$ cat config.mk
export PLATFORM = sky130hd
export DESIGN_NAME = usb_host_command_control
export DESIGN_NICKNAME = d
export VERILOG_FILES = /design/src/host_cmd_pkg.sv /design/src/uframe_timer.sv /design/src/usb_host_command_control.sv
export VERILOG_INCLUDE_DIRS = /design/src
export SDC_FILE = /design/constraint.sdc
export NUM_CORES = 1
export LEC_CHECK = 0
export BUFFER_PORTS_ARGS = -buffer_cell sky130_fd_sc_hd__buf_2
export CAP_MARGIN = 10
export CORE_MARGIN = 3
export CORE_UTILIZATION = 45
export DETAILED_ROUTE_END_ITERATION = 10
export PLACE_DENSITY_LB_ADDON = 0.15
export SYNTH_ARGS = -nofsm -noshare
export SYNTH_HDL_FRONTEND = slang
export SYNTH_SLANG_ARGS = --single-unit
$ cat constraint.sdc
create_clock -name pclk -period 2.61 [get_ports pclk]
set_clock_uncertainty 0.05 [all_clocks]
set_input_delay 0 -clock pclk [delete_from_list [all_inputs] [get_ports pclk]]
set_output_delay 0 -clock pclk [all_outputs]
set_load 0.005 [all_outputs]
$ cat src/host_cmd_cfg.svh
// Register map, field positions, reset values and timing counts of the host
// command block. Included by the micro-frame timer and the command control module.
`ifndef HOST_CMD_CFG_SVH
`define HOST_CMD_CFG_SVH

// ************************************************************
// Register byte offsets
// ************************************************************
`define HC_OFS_COMMAND   12'h000
`define HC_OFS_STATUS    12'h004
`define HC_OFS_CAPS      12'h008
`define HC_OFS_FRINDEX   12'h00C
`define HC_OFS_PLBASE    12'h010
`define HC_OFS_PORTROUTE 12'h014

// ************************************************************
// Field positions
// ************************************************************
`define HC_CMD_RS        0
`define HC_CMD_SRST      1
`define HC_CMD_FLS_LO    2
`define HC_CMD_FLS_HI    3
`define HC_CMD_PSE       4
`define HC_CMD_ASE       5
`define HC_STS_HALTED    12
`define HC_CAP_PROG_FLS  1

// ************************************************************
// Reset values and encodings
// ************************************************************
`define HC_FLS_1024      2'h0
`define HC_FLS_512       2'h1
`define HC_FLS_256       2'h2
`define HC_FLS_RSVD      2'h3
`define HC_FLS_RESET     2'h0

// ************************************************************
// Timing
// ************************************************************
`define HC_CLK_PERIOD_NS 40
`define HC_UFRAME_NS     125000
`define HC_UFRAME_CYC    (`HC_UFRAME_NS / `HC_CLK_PERIOD_NS)
`define HC_STOP_UFRAMES  16
`define HC_SRST_CYC      8

`endif

$ cat src/host_cmd_pkg.sv
// Types shared by the host command block.
// Assumes host_cmd_cfg.svh is on the include path.
package host_cmd_pkg;

    // Schedule engine states.
    typedef enum logic [1:0] {
        ST_HALTED,
        ST_RUNNING,
        ST_STOPPING
    } sched_state_t;

endpackage

$ cat src/uframe_timer.sv
// Micro-frame timer and frame index counter of the host command block.
// Assumes one 25 MHz clock and a parent that decides when it runs.
`timescale 1ns/1ps
`include "host_cmd_cfg.svh"

module uframe_timer (
    input  wire logic        pclk,
    input  wire logic        presetn,
    input  wire logic        run,
    input  wire logic        clear,
    input  wire logic        load,
    input  wire logic [13:0] load_val,
    output logic             tick,
    output logic [13:0]      frame_index
);

    // ************************************************************
    // Cycle counter for one micro-frame
    // ************************************************************
    localparam logic [11:0] LAST = 12'(`HC_UFRAME_CYC - 1);

    logic [11:0] cyc_q;

    // The counter only advances while the schedule runs, so a halted
    // controller keeps a stable frame index for software to read.
    always_ff @(posedge pclk or negedge presetn) begin
        if (!presetn) begin
            cyc_q <= 12'h000;
        end else if (clear || !run) begin
            cyc_q <= 12'h000;
        end else if (cyc_q == LAST) begin
            cyc_q <= 12'h000;
        end else begin
            cyc_q <= cyc_q + 12'h001;
        end
    end

    // One-cycle pulse at the end of each micro-frame.
    always_ff @(posedge pclk or negedge presetn) begin
        if (!presetn) begin
            tick <= 1'b0;
        end else begin
            tick <= run && !clear && (cyc_q == LAST);
        end
    end

    // ************************************************************
    // Frame index, counted in micro-frames
    // ************************************************************
    always_ff @(posedge pclk or negedge presetn) begin
        if (!presetn) begin
            frame_index <= 14'h0000;
        end else if (clear) begin
            frame_index <= 14'h0000;
        end else if (load) begin
            frame_index <= load_val;
        end else if (run && cyc_q == LAST) begin
            frame_index <= frame_index + 14'h0001;
        end
    end

endmodule

$ cat src/usb_host_command_control.sv
// Command, run/stop and soft reset logic of a high-speed USB host
// controller, reached over APB.
// Assumes an APB master on pclk and a transaction engine on the same clock.
`timescale 1ns/1ps
`include "host_cmd_cfg.svh"

module usb_host_command_control #(
    parameter logic PROG_FLS = 1'b1
) (
    input  wire logic        pclk,
    input  wire logic        presetn,
    input  wire logic        psel,
    input  wire logic        penable,
    input  wire logic        pwrite,
    input  wire logic [11:0] paddr,
    input  wire logic [31:0] pwdata,
    output logic             pready,
    output logic             pslverr,
    output logic [31:0]      prdata,
    input  wire logic        usb_xact_busy,
    output logic             sched_run_q,
    output logic             periodic_active_q,
    output logic             async_active_q,
    output logic             periodic_fetch_q,
    output logic [31:0]      periodic_fetch_addr_q,
    output logic [9:0]       frame_list_index_q,
    output logic             xact_kill_q,
    output logic             usb_bus_reset_q,
    output logic             companion_own_q
);

    // ************************************************************
    // Helper functions
    // ************************************************************

    // Frame list entry index taken from the micro-frame counter.
    function automatic logic [9:0] list_index(input logic [1:0] frame_list_size,
                                              input logic [13:0] fi);
        logic [9:0] idx;
        idx = 10'h000;
        case (frame_list_size)
            `HC_FLS_512: idx = {1'b0, fi[11:3]};
            `HC_FLS_256: idx = {2'b00, fi[10:3]};
            default:     idx = fi[12:3];
        endcase
        return idx;
    endfunction

    // True when an address hits a mapped register.
    function automatic logic mapped(input logic [11:0] a);
        return a == `HC_OFS_COMMAND || a == `HC_OFS_STATUS ||
               a == `HC_OFS_CAPS || a == `HC_OFS_FRINDEX ||
               a == `HC_OFS_PLBASE || a == `HC_OFS_PORTROUTE;
    endfunction

    // ************************************************************
    // State
    // ************************************************************
    host_cmd_pkg::sched_state_t st_q;
    logic        run_stop_bit_q;
    logic        soft_reset_q;
    logic [1:0]  frame_list_size_q;
    logic        periodic_sched_enable_q;
    logic        async_sched_enable_q;
    logic        halted_flag_q;
    logic [31:0] periodic_list_base_q;
    logic        port_route_q;
    logic [3:0]  srst_cnt_q;
    logic [4:0]  stop_uf_q;
    logic        wr_acc;
    logic        rd_setup;
    logic        srst_done;
    logic        uf_tick;
    logic [13:0] frame_index;
    logic [31:0] rd_word;

    assign wr_acc    = psel && penable && pready && pwrite && !pslverr;
    assign rd_setup  = psel && !penable;
    assign srst_done = soft_reset_q && (srst_cnt_q == 4'(`HC_SRST_CYC - 1));

    // ************************************************************
    // APB slave
    // ************************************************************

    // Zero wait state: ready is raised for the access phase that follows
    // every setup cycle, and an unmapped address answers with an error.
    always_ff @(posedge pclk or negedge presetn) begin
        if (!presetn) begin
            pready  <= 1'b0;
            pslverr <= 1'b0;
        end else begin
            pready  <= rd_setup;
            pslverr <= rd_setup && !mapped(paddr);
        end
    end

    // Read word assembly; reserved bits read as zero.
    always_comb begin
        rd_word = 32'h0000_0000;
        case (paddr)
            `HC_OFS_COMMAND: begin
                rd_word[`HC_CMD_RS]                     = run_stop_bit_q;
                rd_word[`HC_CMD_SRST]                   = soft_reset_q;
                rd_word[`HC_CMD_FLS_HI:`HC_CMD_FLS_LO]  = frame_list_size_q;
                rd_word[`HC_CMD_PSE]                    = periodic_sched_enable_q;
                rd_word[`HC_CMD_ASE]                    = async_sched_enable_q;
            end
            `HC_OFS_STATUS:    rd_word[`HC_STS_HALTED]   = halted_flag_q;
            `HC_OFS_CAPS:      rd_word[`HC_CAP_PROG_FLS] = PROG_FLS;
            `HC_OFS_FRINDEX:   rd_word[13:0]             = frame_index;
            `HC_OFS_PLBASE:    rd_word = {periodic_list_base_q[31:12], 12'h000};
            `HC_OFS_PORTROUTE: rd_word[0]                = port_route_q;
            default:           rd_word = 32'h0000_0000;
        endcase
    end

    // Read data is captured in the setup cycle so it is a flop output.
    always_ff @(posedge pclk or negedge presetn) begin
        if (!presetn) begin
            prdata <= 32'h0000_0000;
        end else if (rd_setup && !pwrite) begin
            prdata <= rd_word;
        end
    end

    // ************************************************************
    // Command register
    // ************************************************************

    // Writes are ignored while the soft reset runs, so a zero written to
    // the reset bit cannot cut it short. The engine relies on software
    // only setting run or reset while halted.
    always_ff @(posedge pclk or negedge presetn) begin
        if (!presetn) begin
            run_stop_bit_q          <= 1'b0;
            frame_list_size_q       <= `HC_FLS_RESET;
            periodic_sched_enable_q <= 1'b0;
            async_sched_enable_q    <= 1'b0;
            periodic_list_base_q    <= 32'h0000_0000;
            port_route_q            <= 1'b0;
        end else if (srst_done) begin
            run_stop_bit_q          <= 1'b0;
            frame_list_size_q       <= `HC_FLS_RESET;
            periodic_sched_enable_q <= 1'b0;
            async_sched_enable_q    <= 1'b0;
            periodic_list_base_q    <= 32'h0000_0000;
            port_route_q            <= 1'b0;
        end else if (wr_acc && !soft_reset_q) begin
            case (paddr)
                `HC_OFS_COMMAND: begin
                    run_stop_bit_q          <= pwdata[`HC_CMD_RS];
                    periodic_sched_enable_q <= pwdata[`HC_CMD_PSE];
                    async_sched_enable_q    <= pwdata[`HC_CMD_ASE];
                    if (PROG_FLS &&
                        pwdata[`HC_CMD_FLS_HI:`HC_CMD_FLS_LO] != `HC_FLS_RSVD) begin
                        frame_list_size_q <= pwdata[`HC_CMD_FLS_HI:`HC_CMD_FLS_LO];
                    end
                end
                `HC_OFS_PLBASE:    periodic_list_base_q <= {pwdata[31:12], 12'h000};
                `HC_OFS_PORTROUTE: port_route_q         <= pwdata[0];
                default: begin
                end
            endcase
        end
    end

    // ************************************************************
    // Soft reset sequencer
    // ************************************************************

    // The reset bit self-clears after a fixed number of cycles.
    always_ff @(posedge pclk or negedge presetn) begin
        if (!presetn) begin
            soft_reset_q <= 1'b0;
            srst_cnt_q   <= 4'h0;
        end else if (soft_reset_q) begin
            soft_reset_q <= !srst_done;
            srst_cnt_q   <= srst_done ? 4'h0 : srst_cnt_q + 4'h1;
        end else if (wr_acc && paddr == `HC_OFS_COMMAND && pwdata[`HC_CMD_SRST]) begin
            soft_reset_q <= 1'b1;
            srst_cnt_q   <= 4'h0;
        end
    end

    // ************************************************************
    // Schedule engine
    // ************************************************************

    // A stop waits for the pipelined transactions to drain, but never
    // longer than the micro-frame limit; a soft reset overrides all.
    always_ff @(posedge pclk or negedge presetn) begin
        if (!presetn) begin
            st_q      <= host_cmd_pkg::ST_HALTED;
            stop_uf_q <= 5'h00;
        end else if (soft_reset_q) begin
            st_q      <= host_cmd_pkg::ST_HALTED;
            stop_uf_q <= 5'h00;
        end else begin
            case (st_q)
                host_cmd_pkg::ST_HALTED: begin
                    stop_uf_q <= 5'h00;
                    if (run_stop_bit_q) begin
                        st_q <= host_cmd_pkg::ST_RUNNING;
                    end
                end
                host_cmd_pkg::ST_RUNNING: begin
                    if (!run_stop_bit_q) begin
                        st_q <= host_cmd_pkg::ST_STOPPING;
                    end
                end
                host_cmd_pkg::ST_STOPPING: begin
                    if (!usb_xact_busy ||
                        stop_uf_q == 5'(`HC_STOP_UFRAMES - 1) && uf_tick) begin
                        st_q <= host_cmd_pkg::ST_HALTED;
                    end else if (uf_tick) begin
                        stop_uf_q <= stop_uf_q + 5'h01;
                    end
                end
                default: st_q <= host_cmd_pkg::ST_HALTED;
            endcase
        end
    end

    // Halted flag mirrors entry to and exit from the stopped state.
    always_ff @(posedge pclk or negedge presetn) begin
        if (!presetn) begin
            halted_flag_q <= 1'b1;
        end else begin
            halted_flag_q <= (st_q == host_cmd_pkg::ST_HALTED);
        end
    end

    // Micro-frame timer; the frame index is writable only while halted.
    uframe_timer u_timer (
        .pclk        (pclk),
        .presetn     (presetn),
        .run         (st_q != host_cmd_pkg::ST_HALTED),
        .clear       (soft_reset_q),
        .load        (wr_acc && paddr == `HC_OFS_FRINDEX && halted_flag_q),
        .load_val    (pwdata[13:0]),
        .tick        (uf_tick),
        .frame_index (frame_index)
    );

    // ************************************************************
    // Schedule outputs
    // ************************************************************

    // Schedule gates; both drop as soon as a stop is requested, while the
    // engine itself keeps sched_run_q up until the pipeline drains or the stop limit runs out.
    always_ff @(posedge pclk or negedge presetn) begin
        if (!presetn) begin
            sched_run_q       <= 1'b0;
            periodic_active_q <= 1'b0;
            async_active_q    <= 1'b0;
        end else begin
            sched_run_q       <= st_q != host_cmd_pkg::ST_HALTED && !soft_reset_q;
            periodic_active_q <= st_q == host_cmd_pkg::ST_RUNNING &&
                                 periodic_sched_enable_q && !soft_reset_q;
            async_active_q    <= st_q == host_cmd_pkg::ST_RUNNING &&
                                 async_sched_enable_q && !soft_reset_q;
        end
    end

    // Frame list walk: one fetch per frame, through the periodic base.
    always_ff @(posedge pclk or negedge presetn) begin
        if (!presetn) begin
            frame_list_index_q    <= 10'h000;
            periodic_fetch_q      <= 1'b0;
            periodic_fetch_addr_q <= 32'h0000_0000;
        end else begin
            frame_list_index_q <= list_index(frame_list_size_q, frame_index);
            periodic_fetch_q   <= periodic_active_q && uf_tick &&
                                  frame_index[2:0] == 3'h0;
            periodic_fetch_addr_q <= {periodic_list_base_q[31:12],
                                      list_index(frame_list_size_q, frame_index), 2'b00};
        end
    end

    // Kill and port ownership; a bus reset is never driven from here.
    always_ff @(posedge pclk or negedge presetn) begin
        if (!presetn) begin
            xact_kill_q     <= 1'b0;
            usb_bus_reset_q <= 1'b0;
            companion_own_q <= 1'b1;
        end else begin
            xact_kill_q     <= soft_reset_q;
            usb_bus_reset_q <= 1'b0;
            companion_own_q <= soft_reset_q || !port_route_q;
        end
    end
endmodule

==> results.cfg, run 1 <==
[yosys]
yosysMostFrequentCell = dfrtp_1
synth.area.top_cells = dfrtp_1, a22o_1, nand3_1
ys.flop_type = dfrtp_1
async_flop_share = 1.000
yosysSeqAreaShare = 0.5910
synth-seq-cells = 136
yosys_warnings = 0
syn_area_um2 = 5763
synth_top_area_cell = dfrtp_1
postSynthCellCount = 523
netlist.area_leader.share = 0.5818
synth-edff-count = 0
ys_types = 55
syn_area_per_cell_um2 = 11.02
synth_common_cells = dfrtp_1, nor2_1, nand2_1

[cts]
clockBufferDepth = 2
cts_setup_buffers = 0
cts_tree = yes
cts.sinks = 136
clk_pin_slew_ns = 0.06
cts_made_buffers = 17
cts-root-buf = clkbuf_16
htreeDepth = 4
clock_latency_ns = 0.42

[place]
io_buffers = 129
routabilityCongestion = 0.8821
dp_hpwl_mm = 10.46

[pwr]
p_comb_frac = 0.043
internal-power_mw = 3.728
power_frac_seq = 0.452
peakVddDrop_uv = 565.6
power.switching_mw = 0.9911
power_leakage_nw = 3.682
swShare = 0.2100
p_clk_frac = 0.505
power.density_nw_per_um2 = 620.1

[grt]
grt-ovfl-total = 0
grt.total_usage = 0.2143
grt_pass1_wl_mm = 23.99
antenna_found_initial = 0
met2_usage = 0.3296
grtUsageMet1 = 0.3049
grt_pass1_vias = 4531
grtUsageMet3 = 0.04321
grt_busiest_layer = met2
grt_max_degree = 74

[floorplan]
rows = 40
start_util = 0.4700
core_um2 = 12260
die_area_um2 = 14200
die_x_um = 119.2
die_h_um = 119.2
io_pins = 133

[min_path]
hold_depth = 5
worstHoldStart = paddr[11]
holdPathEnd = prdata[12]
hp-class = input port to flip-flop

[finish]
fillCellCount = 1003
final_nets = 754
syn2layout_area_growth_pct = 32.07
drive_above_1_share = 0.2694
diodes = 0

[worst_setup_path]
start_kind = flip-flop
reg2reg_slack_ns = 0.18
critPathCaptureType = flip-flop
path_max_fanout = 5
worstPathArrival_ns = 2.70
worst-r2r-cell-count = 4
reg2reg_from = u_timer.cyc_q[7]
path_class = flip-flop to flip-flop
required_ns = 2.87
rr_endpoint = u_timer.frame_index[9]

[timing]
min_period_ns = 2.434
relSlewSlack = 0.5576
final_min_period_over_clock_period = 0.9327
fin_hold_ws_ns = 0.06269
finalHoldViolCount = 0
slew_violations = 0
max_clock_freq_mhz = 410.8
setup_viol = 0
rsz0062_at_grt = false
final.setup.tns_ns = 0
worst_slew_pin_slew_ns = 0.6575

[routing]
drt_wl_total_mm = 14.95
drc = 0
first_pass_iters = 5
drtIter0Drc = 428
vias = 4794
antenna_left = 0
wl_per_cell_um = 17.05
vias_per_cell = 5.466

[status]
outcome = complete, no violations

[job]
drv_cap = 0
## layer usage
metal / up-vias / routed length [um]
met3: 21 / 851
met4: 0 / 254
met2: 160 / 7143
met1: 2368 / 6700
met5: - / 0
li1: 2245 / -
## worst max-delay path by stage
stage                           startpoint                      end  slack [ns]  cells past startpoint
after CTS                 u_timer.cyc_q[7]   u_timer.frame_index[9]        0.18                      4
after detailed placement  u_timer.cyc_q[7]   u_timer.frame_index[9]        0.19                      4
final                     u_timer.cyc_q[7]   u_timer.frame_index[9]        0.18                      4
after global routing      u_timer.cyc_q[7]  u_timer.frame_index[13]        0.05                      5
after global placement    u_timer.cyc_q[7]   u_timer.frame_index[9]        0.23                      4
after floorplan           u_timer.cyc_q[7]   u_timer.frame_index[9]        0.16                      5
## power groups by stage
| stage | clock [mW] | sequential [mW] | combinational [mW] |
|---|---|---|---|
| after CTS | 2.42 | 2.13 | 0.206 |
| after global placement | 0 | 2.17 | 0.155 |
| after detailed placement | 0 | 2.17 | 0.159 |
| after global routing | 2.52 | 2.13 | 0.227 |
| final | 2.39 | 2.13 | 0.203 |
| after floorplan | 0 | 2.17 | 0.0423 |
## kinds of logic (layout without fill, tap and decap cells)
logic type,after synthesis,after routing,synth area share
fa+ha+maj,8,8,0.01737
other cells,1,3,0.0006507
xor+xnor,17,17,0.02584
mux,3,3,0.005211
buf+inv,55,239,0.04494
simple gates,187,187,0.1715
compound gates,116,116,0.1435
flops,136,136,0.5910
## metrics by stage
stage	setup WS, ns	cells	util	power [mW]	area, um2
3_3_place_gp	0.2294	803	0.5373	2.322	6589
6_report	0.1756	877	0.6207	4.719	7611
2_1_floorplan	0.1587	525	-	2.211	5771
4_1_cts	0.1757	876	0.6201	4.759	7604
3_5_place_dp	0.1896	803	0.5373	2.327	6589
5_1_grt	0.05416	877	0.6207	4.876	7611
## layout make-up
cell class	instances	area [um2]	share of cell area
Sequential cell	136	3406	0.4475
Inverter	18	67.56	0.008877
Clock buffer	23	488.0	0.06411
Multi-Input combinational cell	334	2106	0.2767
Clock inverter	9	116.4	0.01529
Tap cell	168	210.2	0.02762
Timing Repair Buffer	189	1217	0.1600
## placed cells by master, fill, tap and decap left out, drive strengths merged, types with 4 or more instances in the layout
master,instances
a21oi,22
a221oi,4
a22o,31
a22oi,4
a311oi,5
and3,6
buf,148
clkbuf,23
clkinvlp,4
dfrtp,134
dlygate4sd3,41
ha,8
inv,18
nand2,32
nand2b,5
nand3,31
nand3b,5
nand4,6
nor2,40
nor3,18
nor4,10
o21ai,21
o31ai,11
or2,5
or3,7
or4,8
xnor2,13
xor2,4
## sequential cells by signal (all words and copies together) (netlist names), 2 cells and up
signal                 flops
frame_list_size_q          2
frame_list_index_q         9
stop_uf_q                  5
prdata                    32
u_timer.frame_index       14
st_q                       2
u_timer.cyc_q             12
periodic_list_base_q      20
periodic_fetch_addr_q     21
srst_cnt_q                 4
## timing repair
action	4_1_cts	5_1_grt
gates resized for setup	0	0
endpoints found under the setup margin	0	0
hold endpoints to repair	118	0
hold buffers	41	0
## worst max-delay path: stages, from the launching register on
cell,delay [ns]
dfrtp_1,0.42
or4_1,0.56
or4_4,0.56
or4_1,0.48
a311oi_1,0.26
(Power assumes the default switching activity.)
==> run 2: changes to the inputs <==
- SETUP_SLACK_MARGIN: default -> 0.5
- clock period: 2.61 -> 2.2 ns (I/O delays scaled with it)
==> results.cfg, run 2 (synthesized netlist as in run 1, its figures left out) <==
[timing]
max_clock_freq_mhz = 463.0
worst_slew_pin_slew_ns = 0.6556
final.setup.tns_ns = 0
finalHoldViolCount = 0
final_min_period_over_clock_period = 0.9818
setup_viol = 0
fin_hold_ws_ns = 0.02228
slew_violations = 0
relSlewSlack = 0.5630
min_period_ns = 2.160
rsz0062_at_grt = true

[pwr]
power.switching_mw = 1.157
internal-power_mw = 4.478
power_leakage_nw = 3.925
p_total_mw = 5.635
p_comb_frac = 0.046
swShare = 0.2054
peakVddDrop_uv = 488.3
power.density_nw_per_um2 = 681.3
power_frac_seq = 0.449
p_clk_frac = 0.505

[grt]
grt_pass1_wl_mm = 25.11
grt-ovfl-total = 0
antenna_found_initial = 0
grt_pass1_vias = 4857
grt.total_usage = 0.2236
grt_max_degree = 74

[cts]
cts_tree = yes
cts_made_buffers = 17
cts-root-buf = clkbuf_16
clk_pin_slew_ns = 0.06
clockBufferDepth = 2
cts.sinks = 136
htreeDepth = 4
clock_latency_ns = 0.41

[worst_setup_path]
cp_cell_sequence = or4_4 > or4_4 > or4_4 > a311oi_2
required_ns = 2.47
max_stage_delay_ns = 0.57
path_max_fanout = 5
cp_common_cell = or4_4
path_class = flip-flop to flip-flop
start_kind = flip-flop
worstPathArrival_ns = 2.43
slowest_stage = or4_4
critPathCaptureType = flip-flop

[finish]
diodes = 0
final_nets = 791
largest_register = prdata
top_regs = prdata x32, periodic_fetch_addr_q x21, periodic_list_base_q x20
largest_register_ffs = 32
fillCellCount = 925
layout_common_cells = dfrtp_1, buf_2, dlygate4sd3_1
final_area_um2 = 8272
layout_commonest_cell = dfrtp_1
syn2layout_area_growth_pct = 43.53
layout.cells.non_filler = 914
drive_above_1_share = 0.3566

[floorplan]
start_util = 0.4700
die_area_um2 = 14200
io_pins = 133
die_h_um = 119.2
rows = 40
die_x_um = 119.2
core_um2 = 12260

[place]
routabilityCongestion = 0.8998
place_inst = 819
dpl_cell_area_um2 = 6754
dp_hpwl_mm = 10.80
io_buffers = 129

[routing]
vias = 5015
wl_per_cell_um = 17.47
drtIter0Drc = 404
vias_per_cell = 5.487
drc = 0
antenna_left = 0
first_pass_iters = 6
drt_wl_total_mm = 15.96

[status]
outcome = complete, no violations

[job]
drv_cap = 0

[min_path]
hp-class = input port to flip-flop
[run 2: cell count changes in the layout (fill, tap and decap cells not counted), moves of 4 or more]
cell,change
nor4_1,-5
nand3_1,-4
a21oi_1,-5
buf_12,+5
buf_6,+7
nor4_4,+5
or4_4,+6
or4_1,-5
a21oi_2,+5
buf_4,+21
[run 2: power groups by stage]
stage / Clock, mW / Sequential [mW] / Combinational [mW]
after floorplan: 0 / 2.57 / 0.0565
after global placement: 0 / 2.57 / 0.191
after detailed placement: 0 / 2.57 / 0.193
after CTS: 2.89 / 2.53 / 0.255
after global routing: 3.01 / 2.53 / 0.285
final: 2.85 / 2.53 / 0.260
[run 2: repair_timing]
action / in CTS / in global routing
endpoints found under the setup margin: 54 / 72
gates resized for setup: 24 / 39
gates cloned: 1 / 1
hold buffers: 44 / 0
buffers inserted: 6 / 11
endpoints found under the hold margin: 126 / 0
pin swaps: 8 / 13
[run 2: cell type report]
cell class | instances | area (um2) | share of cell area
flip-flops and latches | 136 | 3406 | 0.4117
multi-input cells | 334 | 2397 | 0.2898
repair buffers | 226 | 1599 | 0.1933
clock buffers | 24 | 471.7 | 0.05703
well taps | 168 | 210.2 | 0.02541
clock inverters | 8 | 120.1 | 0.01452
inverters | 18 | 67.56 | 0.008168
[run 2: layer usage]
metal	up-vias	routed length [um]	GRT usage
li1	2320	-	-
met1	2473	7012	0.3092
met2	195	7688	0.3483
met3	27	978	0.04653
met4	0	284	0.08472
met5	-	0	0
[run 2: critical path, delay by kind of cell, from the launching register on]
family | cells | cell delay [ns]
flops | 1 | 0.38
simple gates | 3 | 1.44
compound gates | 1 | 0.20
[run 2: final timing paths]
path / startpoint / end / slack, ns / cells past startpoint
worst max-delay path: u_timer.cyc_q[9] / u_timer.frame_index[9] / 0.04 / 4
worst min-delay path: paddr[1] / prdata[1] / 0.02 / 4
worst max register to register: u_timer.cyc_q[9] / u_timer.frame_index[9] / 0.04 / 4
worst min register to register: periodic_list_base_q[13] / periodic_fetch_addr_q[13] / 0.34 / 0
max in group asynchronous: presetn / halted_flag_q / 1.26 / 3
min in group asynchronous: presetn / prdata[6] / 0.12 / 2
[run 2: metrics by stage]
step                      utilization  setup slack [ns]
final                          0.6746           0.03995
after CTS                      0.6499           0.04558
after detailed placement       0.5508          -0.01234
after floorplan                     -          -0.01808
after global placement         0.5508           0.02028
after global routing           0.6746          0.002094
